===== config.mk =====
export PLATFORM = sky130hd
export DESIGN_NAME = rcrc_top
export DESIGN_NICKNAME = d
export VERILOG_FILES = /design/src/shared/rcrc_pkg.sv /design/src/hw/rcrc_cfg_mem.sv /design/src/hw/rcrc_top.sv
export SDC_FILE = /design/constraint.sdc
export NUM_CORES = 2
export LEC_CHECK = 0
export ABC_CLOCK_PERIOD_IN_PS = 2950
export BUFFER_PORTS_ARGS = -buffer_cell sky130_fd_sc_hd__buf_2
export CAP_MARGIN = 20
export CORE_UTILIZATION = 37
export DETAILED_ROUTE_END_ITERATION = 8
export GPL_TIMING_DRIVEN = 0
export PLACE_DENSITY = 0.58
export RECOVER_POWER = 100
export SLEW_MARGIN = 10
export SYNTH_ARGS = -nofsm -noshare
export SYNTH_HDL_FRONTEND = slang
export SYNTH_SLANG_ARGS = --single-unit

===== constraint.sdc =====
create_clock -name clk -period 2.95 [get_ports clk]
set_input_delay 0.295 -clock clk [delete_from_list [all_inputs] [get_ports clk]]
set_output_delay 0.295 -clock clk [all_outputs]
set_load 0.02 [all_outputs]

===== src/shared/rcrc_pkg.sv =====
`default_nettype none
package rcrc_pkg;
	// ---------------------------------------------------------------
	// Register geometry
	// ---------------------------------------------------------------
	localparam int REG_W = 16;
	localparam int IDX_W = 6;
	localparam int PADDR_W = 8;
	localparam int PDATA_W = 32;
	localparam int ADDR_LSB = 2;
	localparam logic [IDX_W-1:0] IDX_STATUS = 6'h01;
	localparam logic [IDX_W-1:0] IDX_MODE = 6'h02;
	localparam logic [IDX_W-1:0] IDX_CH2 = 6'h03;
	localparam logic [IDX_W-1:0] IDX_GCHOP = 6'h04;
	localparam logic [IDX_W-1:0] IDX_MEM_FIRST = 6'h05;
	localparam logic [IDX_W-1:0] IDX_CHECK_FIRST = 6'h02;
	localparam logic [IDX_W-1:0] IDX_CHECK_LAST = 6'h31;
	localparam logic [IDX_W-1:0] IDX_RESULT = 6'h3e;
	localparam logic [IDX_W-1:0] IDX_MASK = 6'h3f;

	// ---------------------------------------------------------------
	// Field positions
	// ---------------------------------------------------------------
	localparam int MODE_CHECK_EN_BIT = 0;
	localparam int MODE_CHECK_TYPE_BIT = 1;
	localparam int CH2_TEMP_EN_BIT = 0;
	localparam int CH2_TEMP_SRC_BIT = 1;
	localparam int CH2_GAIN_LSB = 2;
	localparam int GAIN_W = 3;
	localparam int GCHOP_EN_BIT = 0;
	localparam int STAT_W = 2;
	localparam int STAT_MAP_CHANGED_BIT = 0;
	localparam int STAT_CHAN2_AVAIL_BIT = 1;

	// ---------------------------------------------------------------
	// Reset values and checksum constants
	// ---------------------------------------------------------------
	localparam logic [REG_W-1:0] MODE_RESET = 16'h0000;
	localparam logic [REG_W-1:0] CH2_RESET = 16'h0000;
	localparam logic [REG_W-1:0] GCHOP_RESET = 16'h0000;
	localparam logic [REG_W-1:0] RESULT_RESET = 16'h0000;
	localparam logic [STAT_W-1:0] MASK_RESET = 2'h0;
	localparam logic [REG_W-1:0] CHECK_SEED = 16'hffff;
	localparam logic [REG_W-1:0] POLY_CCITT = 16'h1021;
	localparam logic [REG_W-1:0] POLY_ANSI = 16'h8005;

	// ---------------------------------------------------------------
	// Timing
	// ---------------------------------------------------------------
	localparam int CLK_PERIOD_NS = 10;
	localparam int TEMP_RATE_DIV = 32;
	localparam int TEMP_CNT_W = 5;
	localparam int DATA_READY_N_LOW_TIME_NS = 40;
	localparam int DATA_READY_N_LOW_CYCLES = (DATA_READY_N_LOW_TIME_NS + CLK_PERIOD_NS - 1) / CLK_PERIOD_NS;
	localparam int DATA_READY_N_CNT_W = 3;

	// ---------------------------------------------------------------
	// Types
	// ---------------------------------------------------------------
	typedef enum logic [1:0] {CH2_SRC_PINS, CH2_SRC_DIODE, CH2_SRC_EXT} rcrc_ch2_src_type;
	typedef enum logic [1:0] {SCAN_IDLE, SCAN_FETCH, SCAN_LOAD, SCAN_SHIFT} rcrc_scan_type;

	typedef struct packed {
		logic wrEn;
		logic [IDX_W-1:0] wrAddr;
		logic [REG_W-1:0] wrData;
		logic [IDX_W-1:0] rdAddr;
	} rcrc_mem_req_type;

	typedef struct packed {
		rcrc_scan_type scan;
		logic [IDX_W-1:0] scanIdx;
		logic [3:0] bitCnt;
		logic [REG_W-1:0] crc;
		logic [REG_W-1:0] shifter;
		logic [REG_W-1:0] result;
		logic [REG_W-1:0] modeReg;
		logic [REG_W-1:0] ch2Reg;
		logic [REG_W-1:0] gchopReg;
		logic [STAT_W-1:0] maskReg;
		logic [STAT_W-1:0] status;
		logic pready;
		logic pslverr;
		logic [PDATA_W-1:0] prdata;
		logic irq;
		logic drdyN;
		logic [DATA_READY_N_CNT_W-1:0] drdyCnt;
		logic [TEMP_CNT_W-1:0] convCnt;
		logic [TEMP_CNT_W-1:0] modCnt;
		logic chan2Strobe;
		logic chan01ModStrobe;
		logic chan2ModStrobe;
		rcrc_ch2_src_type ch2Src;
		logic [GAIN_W-1:0] ch2Gain;
		logic refRatio;
		logic gcOut;
	} rcrc_state_type;
endpackage
`default_nettype wire


===== src/hw/rcrc_cfg_mem.sv =====
`timescale 1ns/10ps
`default_nettype none
module rcrc_cfg_mem
	import rcrc_pkg::*;
#(
	parameter int WIDTH = 16,
	parameter int ADDR_W = 6
)
(
	input wire logic clk,
	input wire logic rst_n,
	input wire logic wrEn,
	input wire logic [ADDR_W-1:0] wrAddr,
	input wire logic [WIDTH-1:0] wrData,
	input wire logic [ADDR_W-1:0] rdAddr,
	output logic [WIDTH-1:0] rdData
);
	// ---------------------------------------------------------------
	// Storage with registered read
	// ---------------------------------------------------------------
	typedef struct packed {
		logic [(1<<ADDR_W)-1:0][WIDTH-1:0] words;
		logic [WIDTH-1:0] rd;
	} rcrc_mem_state_type;

	rcrc_mem_state_type st;
	rcrc_mem_state_type next_st;

	always_comb
	begin
		next_st = st;
		next_st.rd = st.words[rdAddr];
		if (wrEn)
		begin
			next_st.words[wrAddr] = wrData;
		end
	end

	always_ff @(posedge clk or negedge rst_n)
	begin
		if (!rst_n)
		begin
			st <= '0;
		end
		else
		begin
			st <= next_st;
		end
	end

	assign rdData = st.rd;
endmodule
`default_nettype wire


===== src/hw/rcrc_top.sv =====
`timescale 1ns/10ps
`default_nettype none
module rcrc_top
	import rcrc_pkg::*;
(
	input wire logic clk,
	input wire logic rst_n,
	input wire logic psel,
	input wire logic penable,
	input wire logic pwrite,
	input wire logic [PADDR_W-1:0] paddr,
	input wire logic [PDATA_W-1:0] pwdata,
	output logic [PDATA_W-1:0] prdata,
	output logic pready,
	output logic pslverr,
	input wire logic convTick,
	input wire logic modTick,
	input wire logic nullStatusReply,
	output logic irq,
	output logic dataReadyN,
	output logic chan2ResultStrobe,
	output logic chan01ModStrobe,
	output logic chan2ModStrobe,
	output rcrc_ch2_src_type chan2InputSelect,
	output logic [GAIN_W-1:0] chan2Gain,
	output logic chan2RefRatiometric,
	output logic globalChopEnable
);
	// ---------------------------------------------------------------
	// Checksum step
	// ---------------------------------------------------------------
	function automatic logic [REG_W-1:0] checkStep(
		input logic [REG_W-1:0] crc,
		input logic bitIn,
		input logic useAnsi
	);
		logic feedback;
		feedback = crc[REG_W-1] ^ bitIn;
		checkStep = {crc[REG_W-2:0], 1'b0};
		if (feedback)
		begin
			checkStep = checkStep ^ (useAnsi ? POLY_ANSI : POLY_CCITT);
		end
	endfunction

	rcrc_state_type st;
	rcrc_state_type next_st;
	rcrc_mem_req_type memReq;
	logic [REG_W-1:0] memRdData;

	// ---------------------------------------------------------------
	// Bus decode
	// ---------------------------------------------------------------
	logic [IDX_W-1:0] busIdx;
	logic isMem;
	logic mapped;
	logic apbSetup;
	logic apbAccess;
	logic apbDone;
	logic apbMemRead;
	logic checkEnable;
	logic checkAnsi;
	logic tempMode;
	logic tempExt;
	logic [REG_W-1:0] stepped;

	assign busIdx = paddr[ADDR_LSB +: IDX_W];
	assign isMem = (busIdx >= IDX_MEM_FIRST) && (busIdx <= IDX_CHECK_LAST);
	assign mapped = isMem || (busIdx == IDX_STATUS) || (busIdx == IDX_MODE)
		|| (busIdx == IDX_CH2) || (busIdx == IDX_GCHOP) || (busIdx == IDX_RESULT)
		|| (busIdx == IDX_MASK);
	assign apbSetup = psel && !penable;
	assign apbAccess = psel && penable && !st.pready;
	assign apbDone = psel && penable && st.pready;
	assign apbMemRead = apbSetup && isMem && !pwrite;
	assign checkEnable = st.modeReg[MODE_CHECK_EN_BIT];
	assign checkAnsi = st.modeReg[MODE_CHECK_TYPE_BIT];
	assign tempMode = st.ch2Reg[CH2_TEMP_EN_BIT];
	assign tempExt = st.ch2Reg[CH2_TEMP_SRC_BIT];
	assign stepped = checkStep(st.crc, st.shifter[REG_W-1], checkAnsi);

	// ---------------------------------------------------------------
	// Memory port sharing
	// ---------------------------------------------------------------
	always_comb
	begin
		memReq.wrEn = apbDone && pwrite && isMem;
		memReq.wrAddr = busIdx;
		memReq.wrData = pwdata[REG_W-1:0];
		memReq.rdAddr = apbMemRead ? busIdx : st.scanIdx;
	end

	rcrc_cfg_mem #(
		.WIDTH(REG_W),
		.ADDR_W(IDX_W)
	) rcrc_cfg_mem_inst (
		.clk(clk),
		.rst_n(rst_n),
		.wrEn(memReq.wrEn),
		.wrAddr(memReq.wrAddr),
		.wrData(memReq.wrData),
		.rdAddr(memReq.rdAddr),
		.rdData(memRdData)
	);

	// ---------------------------------------------------------------
	// Next state
	// ---------------------------------------------------------------
	logic [STAT_W-1:0] statSet;
	logic [STAT_W-1:0] statClr;
	logic passDone;
	logic chan2Due;
	logic modDue;

	always_comb
	begin
		next_st = st;
		statSet = '0;
		statClr = '0;
		passDone = 1'b0;
		chan2Due = 1'b0;
		modDue = 1'b0;

		// Bus slave
		next_st.pready = apbAccess;
		if (apbAccess)
		begin
			next_st.pslverr = !mapped;
			next_st.prdata = '0;
			if (!pwrite)
			begin
				case (busIdx)
					IDX_STATUS: next_st.prdata[STAT_W-1:0] = st.status;
					IDX_MODE: next_st.prdata[REG_W-1:0] = st.modeReg;
					IDX_CH2: next_st.prdata[REG_W-1:0] = st.ch2Reg;
					IDX_GCHOP: next_st.prdata[REG_W-1:0] = st.gchopReg;
					IDX_RESULT: next_st.prdata[REG_W-1:0] = st.result;
					IDX_MASK: next_st.prdata[STAT_W-1:0] = st.maskReg;
					default: next_st.prdata[REG_W-1:0] = isMem ? memRdData : '0;
				endcase
			end
		end
		if (apbDone && pwrite)
		begin
			case (busIdx)
				IDX_MODE: next_st.modeReg = pwdata[REG_W-1:0];
				IDX_CH2: next_st.ch2Reg = pwdata[REG_W-1:0];
				IDX_GCHOP: next_st.gchopReg = pwdata[REG_W-1:0];
				IDX_MASK: next_st.maskReg = pwdata[STAT_W-1:0];
				default: next_st.modeReg = st.modeReg;
			endcase
		end
		if (apbDone && !pwrite && (busIdx == IDX_STATUS))
		begin
			statClr = st.prdata[STAT_W-1:0];
		end
		if (nullStatusReply)
		begin
			statClr = '1;
		end

		// Checksum scan
		case (st.scan)
			SCAN_IDLE:
			begin
				if (checkEnable)
				begin
					next_st.crc = CHECK_SEED;
					next_st.scanIdx = IDX_CHECK_FIRST;
					next_st.scan = SCAN_FETCH;
				end
			end
			SCAN_FETCH:
			begin
				if (!apbMemRead)
				begin
					next_st.scan = SCAN_LOAD;
				end
			end
			SCAN_LOAD:
			begin
				case (st.scanIdx)
					IDX_MODE: next_st.shifter = st.modeReg;
					IDX_CH2: next_st.shifter = st.ch2Reg;
					IDX_GCHOP: next_st.shifter = st.gchopReg;
					default: next_st.shifter = memRdData;
				endcase
				next_st.bitCnt = '0;
				next_st.scan = SCAN_SHIFT;
			end
			SCAN_SHIFT:
			begin
				next_st.crc = stepped;
				next_st.shifter = {st.shifter[REG_W-2:0], 1'b0};
				next_st.bitCnt = st.bitCnt + 4'h1;
				if (st.bitCnt == 4'hf)
				begin
					if (st.scanIdx == IDX_CHECK_LAST)
					begin
						passDone = 1'b1;
						next_st.scan = SCAN_IDLE;
					end
					else
					begin
						next_st.scanIdx = st.scanIdx + 6'h01;
						next_st.scan = SCAN_FETCH;
					end
				end
			end
			default: next_st.scan = SCAN_IDLE;
		endcase
		if (!checkEnable)
		begin
			next_st.scan = SCAN_IDLE;
		end
		if (passDone)
		begin
			next_st.result = stepped;
			if (stepped != st.result)
			begin
				statSet[STAT_MAP_CHANGED_BIT] = 1'b1;
			end
		end

		// Conversion pacing
		next_st.chan2Strobe = 1'b0;
		if (convTick)
		begin
			next_st.drdyN = 1'b0;
			next_st.drdyCnt = DATA_READY_N_CNT_W'(DATA_READY_N_LOW_CYCLES - 1);
			if (tempMode)
			begin
				chan2Due = (st.convCnt == TEMP_CNT_W'(TEMP_RATE_DIV - 1));
				next_st.convCnt = st.convCnt + 5'h01;
			end
			else
			begin
				chan2Due = 1'b1;
				next_st.convCnt = '0;
			end
		end
		else if (!st.drdyN)
		begin
			if (st.drdyCnt == '0)
			begin
				next_st.drdyN = 1'b1;
			end
			else
			begin
				next_st.drdyCnt = st.drdyCnt - 3'h1;
			end
		end
		if (!tempMode)
		begin
			next_st.convCnt = '0;
		end
		if (chan2Due)
		begin
			next_st.chan2Strobe = 1'b1;
			statSet[STAT_CHAN2_AVAIL_BIT] = 1'b1;
		end

		// Modulator strobes
		next_st.chan01ModStrobe = modTick;
		if (modTick)
		begin
			modDue = tempMode ? (st.modCnt == TEMP_CNT_W'(TEMP_RATE_DIV - 1)) : 1'b1;
			next_st.modCnt = tempMode ? st.modCnt + 5'h01 : '0;
		end
		if (!tempMode)
		begin
			next_st.modCnt = '0;
		end
		next_st.chan2ModStrobe = modDue;

		// Channel 2 front-end steering
		if (!tempMode)
		begin
			next_st.ch2Src = CH2_SRC_PINS;
		end
		else if (tempExt)
		begin
			next_st.ch2Src = CH2_SRC_EXT;
		end
		else
		begin
			next_st.ch2Src = CH2_SRC_DIODE;
		end
		next_st.refRatio = tempMode && tempExt;
		next_st.ch2Gain = st.ch2Reg[CH2_GAIN_LSB +: GAIN_W];
		next_st.gcOut = st.gchopReg[GCHOP_EN_BIT];

		// Sticky status, set wins over clear
		next_st.status = (st.status & ~statClr) | statSet;
		next_st.irq = |(next_st.status & st.maskReg);
	end

	// ---------------------------------------------------------------
	// State register
	// ---------------------------------------------------------------
	always_ff @(posedge clk or negedge rst_n)
	begin
		if (!rst_n)
		begin
			st <= '0;
			st.scan <= SCAN_IDLE;
			st.modeReg <= MODE_RESET;
			st.ch2Reg <= CH2_RESET;
			st.gchopReg <= GCHOP_RESET;
			st.maskReg <= MASK_RESET;
			st.result <= RESULT_RESET;
			st.crc <= CHECK_SEED;
			st.drdyN <= 1'b1;
			st.ch2Src <= CH2_SRC_PINS;
		end
		else
		begin
			st <= next_st;
		end
	end

	// ---------------------------------------------------------------
	// Outputs
	// ---------------------------------------------------------------
	assign prdata = st.prdata;
	assign pready = st.pready;
	assign pslverr = st.pslverr;
	assign irq = st.irq;
	assign dataReadyN = st.drdyN;
	assign chan2ResultStrobe = st.chan2Strobe;
	assign chan01ModStrobe = st.chan01ModStrobe;
	assign chan2ModStrobe = st.chan2ModStrobe;
	assign chan2InputSelect = st.ch2Src;
	assign chan2Gain = st.ch2Gain;
	assign chan2RefRatiometric = st.refRatio;
	assign globalChopEnable = st.gcOut;
endmodule
`default_nettype wire


[Word level (Yosys, flattened, before mapping)]
Cells that the tools add are included.
Word-level totals
  output and inout port bits: 46
  bits in registers: 1195
Operators by class
  reductions and logical operators: 37
  $lt $le $gt $ge: 5
  add/subtract/negate cells: 5
  equal/unequal tests: 26
  bitwise gates (word level): 6
  mux-type cells: 47
Operator list (count)
  1024-bit bitwise mux: 1
  16-bit 2-to-1 mux: 7
  16-bit binary-select mux with 6-bit select: 1
  16-bit demux with 6-bit select: 1
  14-bit one-hot mux with 5 select lines: 1
  16-bit one-hot mux with 2 select lines: 2
  16-bit one-hot mux with 3 select lines: 1
  6-bit by 2-bit equality test with 1-bit output, second input constant: 4
  5-bit 2-to-1 mux: 4
  6-bit equality test, second input constant: 3
  8-bit 2-to-1 mux: 2
  16-bit != test: 1
  16-bit bitwise XOR: 1
  6-bit by 7-bit < comparator with 1-bit output, second input constant: 2
  2-bit != test, second input constant: 7
  2-bit AND reduction: 7
  1-bit logical AND: 13
  6-bit by 3-bit equality test with 1-bit output, second input constant: 2
  1-bit 2-to-1 mux: 12
  2-bit 2-to-1 mux: 6
  6-bit 2-to-1 mux: 2
  2-bit one-hot mux with 6 select lines: 1
  6-bit one-hot mux with 2 select lines: 1
  5-bit by 1-bit adder with 5-bit output, second input constant: 2
  27 further kinds: 42

[Logic depth before layout (Yosys ltp)]
  depth after elaboration: 11
  depth in mapped cells: 12
  depth with buffers taken out: 9

[Modules after synthesis]
A second synthesis with hierarchy kept.
Second synthesis, totals
  cells, all modules: 3808
  area total of the unflattened synthesis: 55597.1 µm²
By module, submodules not included
  rcrc_cfg_mem: cells each 3057, instances 1, area an instance 47615.7 µm²
  rcrc_top: cells each 751, instances 1, area an instance 7981.4 µm²

[Worst setup path before layout]
No wires, ideal clock.
  path kind: flip-flop to flip-flop
  start: register st (netlist bit pready)
  end: register rcrc_cfg_mem_inst.st[629] (netlist bit)
  cell stages (with the launch flop): 7
  data required time: 2.825 ns
  setup slack: 0.449 ns
  buffers on the path: 2
  data arrival time: 2.377 ns
  cell sequence: dfrtp_1 > nand4_1 > or4_1 > clkbuf_1 > nor2_1 > buf_2 > mux2_2
Between the ends
  cells in the longest elaborated chain, start to end: 3
RTL lines
  start: declaration: RTL line rcrc_top.sv:46  | rcrc_state_type st;
  start signal: assignment: RTL line rcrc_top.sv:318  | st <= next_st;
  1-bit logical AND: RTL line rcrc_top.sv:74  | assign apbDone = psel && penable && st.pready;
  1-bit logical AND (2 in a row): RTL line rcrc_top.sv:87  | memReq.wrEn = apbDone && pwrite && isMem;
  end signal: assignment: RTL line rcrc_cfg_mem.sv:47  | st <= next_st;
  end: declaration: RTL line rcrc_cfg_mem.sv:26  | rcrc_mem_state_type st;
No other way between the ends.
A chain may end at the register's enable or synchronous reset.

[Worst setup path in the final report]
  start: register st (netlist bit pready)
  end: register rcrc_cfg_mem_inst.st[476] (netlist bit)
The elaborated chain is that of the path after synthesis.

==> run summary <==
In the synthesized netlist the dominant register cell turns out to be dfrtp_1. The violation count after the first detailed-routing iteration came out at 3,685. The initial antenna violation count came out at 12. The count of buffers inserted at the top-level ports is 41.

The number of synthesized register bits is ~1,200. The I/O pin count is 94. The congestion estimate from routability-driven global placement came to 0.956. After routing the design area is 60,100 µm². The synthesized netlist devotes 6.45% of its cell area to compound gates.

The final reports fail on capacitance limit, slew limit, setup timing. After detailed routing, the number of vias per cell comes to 5.45. The most used standard cell by instance count after synthesis is dfrtp_1. From bottom edge to top edge, the die measures 379 µm. The number of standard cells after synthesis is 4,819.

The unique cell type count in the Yosys netlist is 63. The floorplan step set the die width to 379 µm. The average size of a mapped cell is 10.9 µm². The number of iterations in the first detailed-routing pass came out at 8. Wires add up to 170,000 µm. After synthesis, the largest family of logic cells by area is multiplexers.

The worst-skew pair later-pin latency came out at 780 ps. For met3 alone, demand over resource in global routing was 4.95%. The maximum clock path buffer count is 3. The simple logic cell fraction of the synthesized area is between 10% and 20%.

The number of design rule violations left after detail routing came out at 0. For this design the static power due to leakage is 27.8 nW. In the synthesized netlist, the cells that appear most often are 1,177 x dfrtp_1, 1,059 x nand2_1, 782 x mux2_2. For this configuration, the core starts out at a cell density of 37.5%. The detailed-route wire length per cell is 24.3 µm. Summing the areas of all xor and xnor instances in the mapped netlist gives 0.518% of the synthesized area. The maximum vdd ir drop is 0.504 mV. The post-route fraction of the period consumed by the critical path came out at 103%. In this run the standard cell core region covers 140,000 µm². The flow ran to the end, but the final reports show violations. The post-route antenna net violation count came out at 0. The largest total area in the synthesized netlist belongs to dfrtp_1. The sequential fraction of the synthesis area is 57.0%. The top cell type's share of synthesized area came out at between 50% and 60%. The max-slew violation count was between 200 and 300. Based on the critical path, the design can be clocked at up to 329 MHz. The cell area that synthesis handed to floorplanning was ~52,000 µm². The met1 layer usage reported by global route is 32.5%. After layout, the worst setup slack is -87.5 ps. Setup repair after global routing could not meet its margin everywhere.

The critical path in this run is classified as reg -> reg. The area of the die came out at 143,000 µm². The hold violation count in the final report came to 0. The total negative slack for setup checks is -3550 ps.

The arrival time of data at the critical path endpoint is 3680 ps. The clock buffer count from CTS is around 130. For this run, global-route usage on met2 was measured as 37.1%. In this run the tightest slew margin relative to its limit is -27.5%. The top fanout value on the critical path is 10.

The post-place instance area came out at 55,400 µm². The total track usage came out at 23.9%. Clock skew on the completed layout was measured at 24.7 ps. The total of warnings raised by yosys is 0. The shortest clock period the worst path allows after layout is a little over 3000 ps. The HPWL after detailed placement came out at 124,000 µm. The portion of netlist area occupied by mux cells came out at 17.0%.

STA classifies the critical path startpoint as a flop. Dividing total power by cell area gives a power density of 618 nW/µm². The via count is 38,183. The clock transition at the registers of the reported paths is roughly 60 ps. The count of endpoints failing setup in the final report is 85.

The global routing stage identified its most utilized layer as met2. For this run, the post-layout net count is 5,103. Entering global routing, the biggest net connects 153 pins.

The number of core rows came out at 137. The first global-routing pass estimated between 200,000 and 300,000 µm of wire. The actual transition at the worst max-transition pin came out at 1910 ps. The share of async-settable or async-resettable flops after synthesis came out at 100%. The layout overhead on the synthesized area came out at 14.6%. The min-delay analysis places its worst path in the category in -> reg.

The number of global-route vias before repair came out at 37,468. The number of flops mapped to enable cells by yosys came out at 0. The tree is rooted in a clkbuf_16. Of the cells placed in the final design, the portion with a size suffix greater than 1 is 25.4%. Ranked by total cell area, the synthesized netlist is headed by dfrtp_1 56%, mux2_2 17%, nand2_1 7.6%. Before CTS, the worst setup slack after placement is -1980 ps. Counting every sink on the clock net gives 1,194. The remaining global-route overflow came out at 0. The worst setup path is captured at a flop. The adder and majority gate portion of the synthesized area came out at 0.358%. The count of maximum capacitance violations came out at 2. The TritonCTS clock tree is built. The core occupancy in the finished layout came out at 42.9%. The number of H-tree levels is 4. At the worst endpoint, the required time is 3590 ps.
==> worst paths after layout <==
kind                                           start                        end  slack (ps)  cells past startpoint
max                                           pready  rcrc_cfg_mem_inst.st[476]         -90                      9
min                                             psel                     st[60]          40                      5
max reg2reg                                   pready  rcrc_cfg_mem_inst.st[476]         -90                      9
min reg2reg                rcrc_cfg_mem_inst.st[912]  rcrc_cfg_mem_inst.st[912]         450                      1
max in group asynchronous                      rst_n  rcrc_cfg_mem_inst.st[950]         280                      5
min in group asynchronous                      rst_n  rcrc_cfg_mem_inst.st[411]         110                      2
==> state kept, by name, summed over array words and instances, names as in the netlist <==
signal and flops:
dataReadyN 1, globalChopEnable 1, next_st 4, checkEnable 1
rcrc_cfg_mem_inst.st 1024, pslverr 1, chan2ResultStrobe 1, rcrc_cfg_mem_inst.rdData 16
chan01ModStrobe 1, checkAnsi 1, irq 1, chan2Gain 3
prdata 16, chan2InputSelect 2, pready 1, st 119
chan2ModStrobe 1
==> per-stage QoR <==
stage | hold slack (ps) | cells | total power [mW]
final | 42.0 | 7007 | 37.1
after floorplan | -0.591 | 4834 | 19.2
after global placement | 439 | 6751 | 20.9
after detailed placement | 321 | 6762 | 21.0
after CTS | 2.10 | 7001 | 37.4
after global routing | 63.2 | 7005 | 38.4
==> critical path: stages (launching register included) <==
cell      delay (ps)
dfrtp_1          410
nand4_1          100
buf_4            180
inv_1             70
nand2_1          140
nor3b_2          470
clkbuf_1         370
nand2_1          390
clkbuf_2         420
mux2_2           350
==> timing repair <==
| item | CTS | global route |
|---|---|---|
| buffers inserted | 13 | 2 |
| endpoints found under the setup margin | 459 | 144 |
| resized for setup | 111 | 28 |
| hold buffers | 6 | 0 |
| pin swaps | 12 | 10 |
| endpoints found under the hold margin | 104 | 0 |
==> cell usage in the layout, fill, tap and decap left out, types with 17 or more instances in the layout <==
cell       instances
nor2_1            36
dfstp_2           17
a21oi_1          114
clkbuf_1         532
dfrtp_1         1174
o21ai_0           63
xor2_1            21
o21a_1            18
clkbuf_2          22
a31oi_1          111
nand4_1           99
a32oi_1           96
clkbuf_8          25
clkbuf_16        137
a22oi_1           33
buf_2            124
mux2_2           781
nand2_1         1059
nand3_1          291
buf_4             79
==> cell type report <==
cell class | count | area, µm²
Antenna cell | 4 | 10.0
Sequential cell | 1194 | 29900
Buffer | 702 | 3220
Multi-Input combinational cell | 2919 | 19700
Clock buffer | 190 | 3860
Inverter | 16 | 60.1
Fill cell | 13306 | 80000
Timing Repair Buffer | 73 | 562
Tap cell | 1876 | 2350
Clock inverter | 33 | 403
==> logic make-up after synthesis <==
kind of cell / Yosys count
AOI/OAI and AO/OA: 499
xor gates and xnor gates: 31
adders and majority gates: 15
buffers and inverters: 721
DFF: 1194
muxes: 791
other: 1
and+or+nand+nor: 1567
==> where the power goes <==
group / switching (mW) / total [mW] / internal, mW
sequential: 0.278 / 17.1 / 16.8
combinational: 2.65 / 3.73 / 1.08
clock: 6.95 / 16.4 / 9.40
==> routing by layer <==
layer / wire length, µm / vias to the layer above
met3: 12100 / 328
met2: 76900 / 1359
li1: - / 16778
met1: 73300 / 19716
met4: 7690 / 2
met5: 13 / -
(Power assumes the default switching activity.)
